File: src/hw/ovu_pkg.sv
package ovu_pkg;

  // ==========================================================================
  // Register map (byte offsets on the control port).
  localparam logic [7:0] OVU_ADDR_PHONES_LEFT   = 8'h39;
  localparam logic [7:0] OVU_ADDR_PHONES_RIGHT  = 8'h3a;
  localparam logic [7:0] OVU_ADDR_LINEPORT_LEFT = 8'h3b;
  localparam logic [7:0] OVU_ADDR_LINEPORT_RIGHT = 8'h3c;
  localparam logic [7:0] OVU_ADDR_DIFF_LEFT     = 8'h3e;
  localparam logic [7:0] OVU_ADDR_DIFF_RIGHT    = 8'h3f;
  localparam logic [7:0] OVU_ADDR_TIMEOUT_CTRL  = 8'h40;
  localparam logic [7:0] OVU_ADDR_PENDING_STAT  = 8'h41;

  // ==========================================================================
  // Field positions inside each gain register.
  localparam int OVU_SILENCE_BIT = 8;
  localparam int OVU_APPLY_BIT   = 7;
  localparam int OVU_GATE_BIT    = 6;
  localparam int OVU_LEVEL_MSB   = 5;
  localparam int OVU_NUM_CHAN    = 6;

  // ==========================================================================
  // Reset values and gain mapping.
  localparam logic [5:0] OVU_LEVEL_PHONES_RST = 6'h2d;
  localparam logic [5:0] OVU_LEVEL_ZERO_DB    = 6'h39;
  localparam logic [5:0] OVU_SILENCE_RST      = 6'h30;
  localparam logic signed [7:0] OVU_GAIN_MIN_DB = -8'sd57;

  // ==========================================================================
  // Timeout for a gated update with no crossing.
  localparam int OVU_TIMEOUT_US     = 100;
  localparam int OVU_CLK_MHZ        = 125;
  localparam int OVU_TIMEOUT_CYCLES = OVU_TIMEOUT_US * OVU_CLK_MHZ;

  // Gain in dB of a level code, 1 dB per step from -57 dB.
  function automatic logic signed [7:0] ovu_gain_db(input logic [5:0] code);
    ovu_gain_db = OVU_GAIN_MIN_DB + $signed({2'b00, code});
  endfunction : ovu_gain_db

endpackage : ovu_pkg

File: src/hw/ovu_top.sv
`timescale 1ns/1ps
`default_nettype none
module ovu_top
  import ovu_pkg::*;
#(
  parameter int TIMEOUT_CYCLES = OVU_TIMEOUT_CYCLES
) (
  // Clock and reset
  input  wire logic       sys_clk_i,
  input  wire logic       nrst_i,
  // Register port
  input  wire logic [7:0] reg_addr_i,
  input  wire logic [8:0] reg_wdata_i,
  input  wire logic       reg_wr_i,
  input  wire logic       reg_rd_i,
  output logic [8:0]      reg_rdata_o,
  // Signal sign per channel, order phones L/R, line L/R, speaker L/R
  input  wire logic [5:0] chan_sign_i,
  input  wire logic [5:0] chan_sample_i,
  // Applied gains to the drivers
  output logic [5:0]      phones_left_pin_level_o,
  output logic [5:0]      phones_right_pin_level_o,
  output logic [5:0]      lineport_left_pin_level_o,
  output logic [5:0]      lineport_right_pin_level_o,
  output logic [5:0]      diff_left_pins_level_o,
  output logic [5:0]      diff_right_pins_level_o,
  output logic [5:0]      chan_silence_o
);

  // ==========================================================================
  // Register index decode.
  function automatic logic [2:0] chan_index(input logic [7:0] addr);
    unique case (addr)
      OVU_ADDR_PHONES_LEFT:    chan_index = 3'd0;
      OVU_ADDR_PHONES_RIGHT:   chan_index = 3'd1;
      OVU_ADDR_LINEPORT_LEFT:  chan_index = 3'd2;
      OVU_ADDR_LINEPORT_RIGHT: chan_index = 3'd3;
      OVU_ADDR_DIFF_LEFT:      chan_index = 3'd4;
      OVU_ADDR_DIFF_RIGHT:     chan_index = 3'd5;
      default:                 chan_index = 3'd7;
    endcase
  endfunction : chan_index

  logic [2:0] wr_idx;
  logic [2:0] rd_idx;
  logic       wr_hit;

  assign wr_idx = chan_index(reg_addr_i);
  assign rd_idx = wr_idx;
  assign wr_hit = reg_wr_i && (wr_idx != 3'd7);

  // ==========================================================================
  // Stored level, mute and zero-cross fields, one set per channel.
  logic [5:0] level_store [OVU_NUM_CHAN];
  logic [5:0] silence;
  logic [5:0] gate;
  logic       crossing_timeout_enable;

  always_ff @(posedge sys_clk_i or negedge nrst_i) begin
    if (!nrst_i) begin
      level_store[0] <= OVU_LEVEL_PHONES_RST;
      level_store[1] <= OVU_LEVEL_PHONES_RST;
      level_store[2] <= OVU_LEVEL_ZERO_DB;
      level_store[3] <= OVU_LEVEL_ZERO_DB;
      level_store[4] <= OVU_LEVEL_ZERO_DB;
      level_store[5] <= OVU_LEVEL_ZERO_DB;
    end else if (wr_hit) begin
      level_store[wr_idx] <= reg_wdata_i[OVU_LEVEL_MSB:0];
    end
  end

  always_ff @(posedge sys_clk_i or negedge nrst_i) begin
    if (!nrst_i) begin
      silence <= OVU_SILENCE_RST;
      gate    <= 6'h0;
    end else if (wr_hit) begin
      silence[wr_idx] <= reg_wdata_i[OVU_SILENCE_BIT];
      gate[wr_idx]    <= reg_wdata_i[OVU_GATE_BIT];
    end
  end

  always_ff @(posedge sys_clk_i or negedge nrst_i) begin
    if (!nrst_i) begin
      crossing_timeout_enable <= 1'b0;
    end else if (reg_wr_i && reg_addr_i == OVU_ADDR_TIMEOUT_CTRL) begin
      crossing_timeout_enable <= reg_wdata_i[0];
    end
  end

  always_ff @(posedge sys_clk_i or negedge nrst_i) begin
    if (!nrst_i) begin
      chan_silence_o <= OVU_SILENCE_RST;
    end else begin
      chan_silence_o <= silence;
    end
  end

  // ==========================================================================
  // Pair apply triggers; the level written in the same cycle is taken too.
  logic [2:0] pair_apply;
  logic [5:0] chan_apply;
  logic [5:0] staged [OVU_NUM_CHAN];
  logic [5:0] next_gate;

  always_comb begin
    pair_apply = 3'h0;
    if (wr_hit && reg_wdata_i[OVU_APPLY_BIT]) begin
      pair_apply[wr_idx[2:1]] = 1'b1;
    end
    chan_apply = {{2{pair_apply[2]}}, {2{pair_apply[1]}}, {2{pair_apply[0]}}};
  end

  always_comb begin
    next_gate = gate;
    for (int i = 0; i < OVU_NUM_CHAN; i++) begin
      staged[i] = level_store[i];
    end
    if (wr_hit) begin
      staged[wr_idx]    = reg_wdata_i[OVU_LEVEL_MSB:0];
      next_gate[wr_idx] = reg_wdata_i[OVU_GATE_BIT];
    end
  end

  // ==========================================================================
  // Sign inputs come from another domain and are synchronised.
  logic [5:0] sign_meta;
  logic [5:0] sign_sync;
  logic [5:0] smp_meta;
  logic [5:0] smp_sync;
  logic [5:0] smp_prev;
  logic [5:0] smp_pulse;

  always_ff @(posedge sys_clk_i or negedge nrst_i) begin
    if (!nrst_i) begin
      sign_meta <= 6'h0;
      sign_sync <= 6'h0;
      smp_meta  <= 6'h0;
      smp_sync  <= 6'h0;
      smp_prev  <= 6'h0;
    end else begin
      sign_meta <= chan_sign_i;
      sign_sync <= sign_meta;
      smp_meta  <= chan_sample_i;
      smp_sync  <= smp_meta;
      smp_prev  <= smp_sync;
    end
  end

  assign smp_pulse = smp_sync & ~smp_prev;

  // ==========================================================================
  // One gated apply unit per channel.
  logic [5:0] applied [OVU_NUM_CHAN];
  logic [5:0] pending;

  for (genvar g = 0; g < OVU_NUM_CHAN; g++) begin : g_chan
    ovu_channel #(
      .TIMEOUT_CYCLES(TIMEOUT_CYCLES)
    ) u_chan (
      .sys_clk_i    (sys_clk_i),
      .nrst_i       (nrst_i),
      .apply_i      (chan_apply[g]),
      .staged_i     (staged[g]),
      .gate_i       (next_gate[g]),
      .timeout_en_i (crossing_timeout_enable),
      .sign_i       (sign_sync[g]),
      .sample_i     (smp_pulse[g]),
      .level_o      (applied[g]),
      .pending_o    (pending[g])
    );
  end

  assign phones_left_pin_level_o    = applied[0];
  assign phones_right_pin_level_o   = applied[1];
  assign lineport_left_pin_level_o  = applied[2];
  assign lineport_right_pin_level_o = applied[3];
  assign diff_left_pins_level_o     = applied[4];
  assign diff_right_pins_level_o    = applied[5];

  // ==========================================================================
  // Read data, valid the cycle after the read strobe.
  logic [8:0] next_rdata;

  always_comb begin
    next_rdata = 9'h0;
    if (rd_idx != 3'd7) begin
      next_rdata = {silence[rd_idx], 1'b0, gate[rd_idx], level_store[rd_idx]};
    end else if (reg_addr_i == OVU_ADDR_TIMEOUT_CTRL) begin
      next_rdata = {8'h0, crossing_timeout_enable};
    end else if (reg_addr_i == OVU_ADDR_PENDING_STAT) begin
      next_rdata = {3'h0, pending};
    end
  end

  always_ff @(posedge sys_clk_i or negedge nrst_i) begin
    if (!nrst_i) begin
      reg_rdata_o <= 9'h0;
    end else if (reg_rd_i) begin
      reg_rdata_o <= next_rdata;
    end else begin
      reg_rdata_o <= 9'h0;
    end
  end

endmodule : ovu_top
`default_nettype wire

File: src/hw/ovu_channel.sv
`timescale 1ns/1ps
`default_nettype none
module ovu_channel
  import ovu_pkg::*;
#(
  parameter int TIMEOUT_CYCLES = OVU_TIMEOUT_CYCLES
) (
  // Clock and reset
  input  wire logic       sys_clk_i,
  input  wire logic       nrst_i,
  // Control
  input  wire logic       apply_i,
  input  wire logic [5:0] staged_i,
  input  wire logic       gate_i,
  input  wire logic       timeout_en_i,
  input  wire logic       sign_i,
  input  wire logic       sample_i,
  // Result
  output logic [5:0]      level_o,
  output logic            pending_o
);

  // ==========================================================================
  // Crossing detection and timeout.
  logic        last_sign;
  logic        crossing;
  logic [31:0] wait_cnt;
  logic        timed_out;

  assign crossing  = sample_i && (sign_i != last_sign);
  assign timed_out = timeout_en_i && (wait_cnt >= 32'(TIMEOUT_CYCLES - 1));

  always_ff @(posedge sys_clk_i or negedge nrst_i) begin
    if (!nrst_i) begin
      last_sign <= 1'b0;
    end else if (sample_i) begin
      last_sign <= sign_i;
    end
  end

  always_ff @(posedge sys_clk_i or negedge nrst_i) begin
    if (!nrst_i) begin
      wait_cnt <= 32'h0;
    end else if (!pending_o || apply_i || !timeout_en_i) begin
      wait_cnt <= 32'h0;
    end else begin
      wait_cnt <= wait_cnt + 32'h1;
    end
  end

  // ==========================================================================
  // Applied level, gated independently per channel.
  logic [5:0] held;

  always_ff @(posedge sys_clk_i or negedge nrst_i) begin
    if (!nrst_i) begin
      level_o   <= 6'h0;
      held      <= 6'h0;
      pending_o <= 1'b0;
    end else if (apply_i && !gate_i) begin
      level_o   <= staged_i;
      pending_o <= 1'b0;
    end else if (apply_i) begin
      held      <= staged_i;
      pending_o <= 1'b1;
    end else if (pending_o && (crossing || timed_out)) begin
      level_o   <= held;
      pending_o <= 1'b0;
    end
  end

endmodule : ovu_channel
`default_nettype wire

File: config.mk
export PLATFORM = sky130hd
export DESIGN_NAME = ovu_top
export DESIGN_NICKNAME = d
export VERILOG_FILES = /design/src/hw/ovu_pkg.sv /design/src/hw/ovu_top.sv /design/src/hw/ovu_channel.sv
export SDC_FILE = /design/constraint.sdc
export NUM_CORES = 1
export LEC_CHECK = 0
export BUFFER_PORTS_ARGS = -buffer_cell sky130_fd_sc_hd__buf_2
export CORE_MARGIN = 2
export CORE_UTILIZATION = 60
export CTS_CLUSTER_DIAMETER = 150
export DETAILED_ROUTE_END_ITERATION = 10
export GPL_ROUTABILITY_DRIVEN = 0
export GPL_TIMING_DRIVEN = 0
export HOLD_SLACK_MARGIN = 0.06
export PLACE_DENSITY = 0.87
export RECOVER_POWER = 25
export SLEW_MARGIN = 20
export SYNTH_ARGS = -nofsm -noshare
export SYNTH_HDL_FRONTEND = slang
export SYNTH_SLANG_ARGS = --single-unit
File: constraint.sdc
create_clock -name sys_clk_i -period 3 [get_ports sys_clk_i]
set_input_delay 0.45 -clock sys_clk_i [delete_from_list [all_inputs] [get_ports sys_clk_i]]
set_output_delay 0.45 -clock sys_clk_i [all_outputs]
set_load 0.02 [all_outputs]
Word-level counts from Yosys, hierarchy flattened
Index checks and enable logic that the tools add are counted.
- multiplexer cells: 66
- equality and inequality tests: 21
- bitwise operators: 9
- $add $sub $neg: 6
- magnitude comparators: 12
- reductions and logical operators: 85
- operators by type and width (operator ; number):
    $add 32x1->32 const B ; 6
    $ge 32x14->1 const B ; 6
    $mux 32 ; 6
    $mux 6 ; 24
    $eq 8x6->1 const B ; 6
    $bwmux 36 ; 1
    $mux 36 ; 1
    $logic_and 1x1->1 ; 30
    $reduce_and 2->1 ; 12
    $mux 1 ; 22
    $bmux 6 s3 ; 1
    $demux 6 s3 ; 1
    $logic_or 1x1->1 ; 18
    $mux 9 ; 2
    $pmux 3 s6 ; 1
    $reduce_bool 3->1 ; 6
    $eq 8x7->1 const B ; 2
    $logic_not 1->1 ; 13
    $bwmux 6 ; 2
    $ne 2x1->1 const B ; 6
    $reduce_bool 2->1 ; 6
    $and 6x6->6 ; 1
    $bmux 1 s3 ; 2
    $ne 1x1->1 ; 6
    other kinds (13) ; 18
- flip-flop bits (word level): 370
- output and inout bits: 51
- word-level logic and storage cells: 245
- bits of input ports: 33

Logic depth before layout (Yosys ltp)
Gate-level depths: netlist of run 1.
- depth in word-level cells: 12
- gate-level depth with buffers: 10
- gate-level depth less buffers: 7

Cells and area by module
From an unflattened synthesis of run 1, not the netlist that was laid out.
- cells, all modules: 1613
- area total of the unflattened synthesis: 17479.3 sq um
- by module, submodules not included (module ; seq. area each (sq um) ; times used ; area each (sq um) ; cells each):
    ovu_channel ; 1151.1 ; 6 ; 2275.9 ; 222
    ovu_top ; 2362.3 ; 1 ; 3823.7 ; 281

Worst setup path before layout of run 1
OpenSTA, ideal clock, no wires.
- kind: input port to flip-flop
- start: in reg_addr_i[2]
- end: reg g_chan[2].u_chan.level_o[4]
- setup time: 126 ps
- stages: 8
- data required time: 2874 ps
- buffers on the path: 2
- data arrival time: 2398 ps
- path slack: 476 ps
- cells stage by stage: buf_4 > nand3b_1 > nor3_4 > mux2_2 > or2_1 > buf_4 > and2_1 > a221o_1
- cells in the longest elaborated chain, start to end: 12
- elaborated cells between the ends (all ways): 37
- classes of those cells: order compare: 6; eq/ne: 8; mux: 13; bitwise: 1; reduce/logical: 9
- ends and longest elaborated chain (item ; line ; text):
    start, declared ; ovu_top.sv:12 ; input wire logic [7:0] reg_addr_i,
    $eq 8x6->1 ; ovu_top.sv:33 ; unique case (addr)
    $pmux 3 s6 * ; ovu_top.sv:33 ;
    $lt 3x4->1 (implied by the code) or $ge 3x1->1 (tied branches) ; ovu_top.sv:120 ; next_gate[wr_idx] = reg_wdata_i[OVU_GATE_BIT];
    $logic_and 1x1->1 (implied by the code) ; ovu_top.sv:120 ;
    $mux 1 (implied by the code) ; ovu_top.sv:120 ;
    $demux 1 s3 ; ovu_top.sv:120 ;
    $bwmux 6 ; ovu_top.sv:120 ;
    $mux 6 * ; - ;
    net g_chan[2].u_chan.gate_i ; ovu_channel.sv:14 ; input wire logic gate_i,
    $logic_not 1->1 * ; ovu_channel.sv:60 ; end else if (apply_i && !gate_i) begin
    $logic_and 1x1->1 * ; ovu_channel.sv:60 ;
    $ne 2x1->1 (no source line) or $reduce_bool 2->1 (tied branches) ; - ;
    $reduce_and 2->1 (no source line) ; - ;
    end signal, assigned ; ovu_channel.sv:61 ; level_o <= staged_i;
    end signal, assigned ; ovu_channel.sv:67 ; level_o <= held;
    end, declared ; ovu_channel.sv:19 ; output logic [5:0] level_o,
The timed path passes the listed nets; every way through them passes the cells marked *.
A chain may end at the register's enable or synchronous reset.

Worst setup path in the final report of run 1
- start: in reg_addr_i[1]
- end: reg g_chan[3].u_chan.level_o[2]
- cells in the longest elaborated chain, start to end: 12
- elaborated cells between the ends (all ways): 37
- classes of those cells: order compare: 6; eq/ne: 8; mux: 13; bitwise: 1; reduce/logical: 9
- ends and longest elaborated chain (item ; line):
    $eq 8x6->1 ; ovu_top.sv:33
    $pmux 3 s6 * ; ovu_top.sv:33
    $lt 3x4->1 (implied by the code) or $ge 3x1->1 (tied branches) ; ovu_top.sv:120
    $logic_and 1x1->1 (implied by the code) ; ovu_top.sv:120
    $mux 1 (implied by the code) ; ovu_top.sv:120
    $demux 1 s3 ; ovu_top.sv:120
    $bwmux 6 ; ovu_top.sv:120
    $mux 6 * ; -
    net g_chan[3].u_chan.gate_i ; ovu_channel.sv:14
    $logic_not 1->1 * ; ovu_channel.sv:60
    $logic_and 1x1->1 * ; ovu_channel.sv:60
    $ne 2x1->1 (no source line) or $reduce_bool 2->1 (tied branches) ; -
    $reduce_and 2->1 (no source line) ; -
    end signal, assigned ; ovu_channel.sv:61
    end signal, assigned ; ovu_channel.sv:67
    end, declared ; ovu_channel.sv:19
Marks and branches as above.

==> results of run 1 <==
## state kept, by name (all words and copies together), names as in the netlist, 8 cells and up
name	count
g_chan.u_chan.wait_cnt	192
reg_rdata_o	8
level_store	36
g_chan.u_chan.level_o	36
g_chan.u_chan.held	36
## cell type report
type                            instances  area, um2  share of cell area (%)
Buffer                                 50        243                    1.25
Multi-Input combinational cell       1165       7270                    37.3
Inverter                               67        251                    1.29
Clock inverter                         14        218                    1.12
Tap cell                              378        473                    2.43
Timing Repair Buffer                   97        609                    3.13
Sequential cell                       369       9270                    47.6
Clock buffer                           56       1150                    5.91
## synth_stat cells (all sizes together) (21+ instances only)
master,number
mux2i,38
nor3,21
inv,67
xnor2,71
nor2,265
nand3,86
nand2,134
nor4,49
dfrtp,341
and3,35
xor2,104
dfstp,28
a21oi,58
nand4,37
o21ai,46
mux2,39
clkbuf,33
## cell usage in the layout, fill, tap and decap left out, drive strengths merged, types with 46 or more instances in the layout
cell,Yosys,routed
dfrtp,341,341
nor2,265,265
nand2,134,134
clkbuf,33,123
xor2,104,104
nand3,86,86
xnor2,71,71
inv,67,69
buf,17,67
a21oi,58,58
nor4,49,49
o21ai,46,46
## kinds of logic after synthesis
logic type	Yosys count	synth area share [%]
AOI/OAI and AO/OA	181	7.23
xor gates and xnor gates	175	8.99
adders and majority gates	6	0.440
buffers and inverters	117	2.92
DFF	369	54.4
muxes	77	4.85
other	1	0.0220
and+or+nand+nor	725	21.2
## power by group
group          switching [mW]  internal [mW]
Clock                    1.96           3.11
Combinational           0.474          0.217
Sequential              0.103           5.14
## worst max-delay path, stage by stage
cell,delay [ns]
buf_4,0.15
or3b_4,0.41
nor3_1,1.09
mux2_4,0.38
or2_2,0.31
buf_6,0.15
nand2b_4,0.14
o221ai_2,0.11
## path summary, 6_finish.rpt
path                                              startpoint                            end  slack [ns]  depth (start not counted)
max in group asynchronous                             nrst_i                level_store[30]        1.13                          5
worst min register to register                  sign_meta[1]                   sign_sync[1]        0.35                          0
worst max-delay path                           reg_addr_i[1]    g_chan[3].u_chan.level_o[2]        0.19                          8
min in group asynchronous                             nrst_i  g_chan[3].u_chan.wait_cnt[24]        0.42                          2
worst max register to register  g_chan[1].u_chan.wait_cnt[0]    g_chan[1].u_chan.level_o[1]        0.27                          8
worst min-delay path                          reg_wdata_i[8]                     silence[1]        0.24                          2
## per-stage QoR
stage	power, mW	hold slack [ns]
CTS	11.1	0.232
global placement	5.97	0.332
global route	11.3	0.263
detailed placement	6.02	0.336
finish	11.0	0.235
floorplan	5.66	0.154
## what timing repair did
item,CTS,global route
resized for setup,0,1
endpoints found under the hold margin,58,0
hold buffers,13,0
endpoints found under the setup margin,0,5
## per-layer routing
layer	share of wire, %	wire length [um]	vias to the layer above	GRT usage [%]
met5	0	0	-	0
met4	4.0	1580	0	11.8
met3	5.7	2270	120	4.57
met2	50	19700	474	45.3
met1	41	16000	6496	33.8
li1	-	-	5977	-
==> metrics, run 1 <==
status=completed; syn_nets=between 1500 and 2000; RSZ-0062 raised after global routing=false; setup TNS=0 ns; # diodes=0; actual slew at the worst max-slew pin=approximately 1.4 ns; Final period util=between 90% and 100%; largest cells by area after synthesis=dfrtp_1 50%, nor2_1 5.8%, xor2_1 5.3%, dfstp_2 4.3%, xnor2_1 3.6%; share of layout cells above drive strength 1=around an eighth; Avg WL per Cell=between 15 and 20 um; Async S/R FF share, synth=100%; via count=13100; Fin Clk Skew=0.0279 ns; grt total ovfl=0; row count=a little over 60; Fin. Hold Viols=0; vias in the first global route=around 13000; non-filler cells, final=between 2000 and 2500; largest net degree at the start of global routing=roughly 110; IO Port Bufs=80; initial antenna violation count=0; design area=19500 um2; max-slew violations=0; DRC errors left=0; setup violators final=0; Layout area overhead=14.3%; Crit Path Class=primary input to register; top cell type's share of synthesized area=between 50% and 60%; Top FF cell, synth=dfrtp_1; Initial DRC Count=1045; H-Tree Level Count=2; number of fill cells=~1900; final WL=~40000 um; final core occ=about 70%; Nets=approximately 1800; Mapped Cells=around 1700; EDFF count, synth=0; hpwl dp=approximately 27000 um; clk root buf=clkbuf_16; Yosys cell types=72; DRT Pass-1 Iters=7; Setup Buffers After CTS=0; I/O pin total=84; crit start category=primary input; minimum clock period=between 2 and 3 ns; HP Class=primary input to register; worst-skew pair later-pin latency=~0.54 ns; Ys Warns=0; area of the mapped netlist=~17000 um2; CORE AREA=approximately 28000 um2; post-route antenna net violation count=0; Seq cells post-synth=roughly 370; Die W=about 170 um; die height=about 170 um; setup ws final=~0.19 ns; normalized max-slew margin=under 10%; PD cells=between 500 and 600 nW/um2; die area=just under 30000 um2; clock buffer depth=3; CTS tree=yes; Worst VDD drop=between 600 and 700 uV; Leak=between 8 and 9 nW; Via density=~6; Avg Cell Area, Syn=just over 10 um2; Worst EP arrival=roughly 3.2 ns; Max Fclk=approximately 360 MHz; crit path max fanout=9; CTS Buf Count=39; Place WS=0.178 ns; CP Data Required Time=approximately 3.4 ns; clk slew on worst S/H paths=0.06 ns; Synth area leader=dfrtp_1; global-route wire length before repair=approximately 66000 um; max-capacitance violation count=0; starting density of the core=between 60% and 70%; post-synthesis sequential area ratio=54.4%; area of placed instances=about 18000 um2; All-Layer GR Usage=between 20% and 30%; DP Cell Count=between 2000 and 2500; # clock sinks=369; CP Capture Type=register
No activity file was read; power rests on OpenSTA's default activity.
==> run 2: changes to the inputs <==
- CORE_UTILIZATION: 60 -> 40
- PLACE_DENSITY: 0.87 -> 0.65
- clock period: 3 -> 2.9 ns (I/O delays scaled with it)
==> run 2 against run 1 <==
Effect of this change: worst hold slack got worse by 0.043 ns; critical path depth down 1; sequential cell count stayed put; count of clock-buffer cells in the layout increased by 5; largest cell class unchanged.
==> metrics, run 2 (synthesized netlist as in run 1, its figures left out) <==
minimum clock period=approximately 2.6 ns; CP bufs+invs=0 (-2); DRC errors left=0 (unchanged); final WL=38200 um (-3.4%); # clock sinks=369 (unchanged); Worst VDD drop=507 uV (-20%); CP Capture Type=register; Avg WL per Cell=16.2 um (-10%); IO Port Bufs=80 (unchanged); Worst EP arrival=3.04 ns (-0.16 ns); Die W=210 um (+22%); worst-skew pair later-pin latency=0.57 ns (+0.03 ns); setup violators final=0 (unchanged); grt total ovfl=0 (unchanged); global-route wire length before repair=63800 um (-2.7%); most frequent cells in the layout=341 x dfrtp_1, 263 x nor2_1, 134 x nand2_1; # diodes=0 (unchanged); CTS Buf Count=41 (+5.1%); PD cells=584 nW/um2 (+3.3%); largest net degree at the start of global routing=101 (-4.7%); Final period util=90.3%; final core occ=47.1% (-23 points); vias in the first global route=12300 (-7.6%); max-capacitance violation count=0 (unchanged); Fin. Hold Viols=0 (unchanged); Initial DRC Count=709 (-32%); I/O pin total=84 (unchanged); worst-path cell chain=ha_1 > nor4_1 > o31ai_1 > a2111oi_4 > nor2_1 > a21oi_1 > a22oi_1; actual slew at the worst max-slew pin=1.32 ns (-0.108 ns); Crit Path Class=register to register; Leak=8.61 nW (+2.1%); CP max-delay cell=a2111oi_4; H-Tree Level Count=2 (unchanged); post-route antenna net violation count=0 (unchanged); commonest non-fill, non-tap cell in the layout=dfrtp_1; hpwl dp=27000 um (+1.4%); RSZ-0062 raised after global routing=false; Fin Clk Skew=0.0170 ns (-0.0109 ns); status=completed; Top reg by flops=g_chan.u_chan.wait_cnt; All-Layer GR Usage=17.8% (-8.9 points); clk root buf=clkbuf_16; non-filler cells, final=2361 (+7.5%); area of placed instances=18200 um2 (+1.1%); clock buffer depth=3 (unchanged); Max Fclk=approximately 380 MHz; Place WS=0.00872 ns (-0.169 ns); setup ws final=0.281 ns (+0.0885 ns); initial antenna violation count=0 (unchanged); starting density of the core=40.6% (-21 points); CP max stage delay=0.75 ns (-0.34 ns); die area=44300 um2 (+49%); die height=210 um (+22%); row count=75 (+23%); crit start category=register; share of layout cells above drive strength 1=14.7% (+2.4 points); Nets=1830 (+0.11%); DRT Pass-1 Iters=5 (-2); Via density=5.23 (-12%); crit path max fanout=7 (-2); Layout area overhead=16.1%; Setup Buffers After CTS=0 (unchanged); max-slew violations=0 (unchanged); via count=12300 (-5.5%); max reg flops=192 (unchanged); HP Class=primary input to register; DP Cell Count=2274 (+7.6%); CP Data Required Time=3.32 ns (-0.07 ns); crit-path leading delay family=compound AO/OA/AOI/OAI gates; clk slew on worst S/H paths=0.06 ns (about the same); normalized max-slew margin=12.3% (+7.9 points); CORE AREA=42000 um2 (+51%); CTS tree=yes; design area=19800 um2 (+1.6%); setup TNS=0 ns (unchanged)
-- run 2: changes by cell type in the layout (fill, tap and decap cells not counted), moves of 2 or more --
cell and change:
clkbuf_1 -37, buf_2 +32, clkbuf_8 +6, bufinv_16 -2, clkbuf_2 +2, mux2_1 -2
mux2_2 +2
-- run 2: routing by layer --
layer | vias to the layer above | routed length (um) | GRT usage [%]
li1 | 5988 | - | -
met5 | - | 0 | 0
met4 | 0 | 1200 | 6.85
met3 | 65 | 1530 | 2.82
met2 | 221 | 18000 | 29.1
met1 | 6073 | 17500 | 24.0
-- run 2: report_power, final --
| group | internal (mW) | total [mW] | switching [mW] |
|---|---|---|---|
| logic | 0.239 | 0.743 | 0.505 |
| registers | 5.32 | 5.42 | 0.0953 |
| clock network | 3.26 | 5.39 | 2.13 |
-- run 2: path summary, 6_finish.rpt --
path	from	to	slack, ns	cells after the start
setup / recovery	g_chan[4].u_chan.wait_cnt[0]	g_chan[4].u_chan.level_o[1]	0.28	7
setup reg to reg	g_chan[4].u_chan.wait_cnt[0]	g_chan[4].u_chan.level_o[1]	0.28	7
min in group asynchronous	nrst_i	g_chan[3].u_chan.wait_cnt[20]	0.32	2
hold reg to reg	smp_meta[1]	smp_sync[1]	0.35	0
max in group asynchronous	nrst_i	g_chan[5].u_chan.wait_cnt[21]	0.96	3
hold / removal	reg_wdata_i[8]	silence[3]	0.19	2
-- run 2: stage by stage --
step | hold slack, ns | total power [mW]
6_report | 0.192 | 11.6
5_1_grt | 0.195 | 12.0
4_1_cts | 0.169 | 11.7
3_5_place_dp | 0.310 | 6.25
3_3_place_gp | 0.331 | 6.22
2_1_floorplan | 0.139 | 5.86
-- run 2: cell type report --
class                      count  area (um2)
buffer                        50         248
sequential                   369        9270
multi-input combinational   1165        7290
inverter                      67         251
fill                        3908       22200
timing repair buffer          97         631
clock buffer                  61        1250
tap                          539         674
clock inverter                13         174
-- run 2: what timing repair did --
action,CTS,global route
hold endpoints to repair,46,0
hold buffers,13,0
setup endpoints to repair,5,2
gates resized for setup,1,2
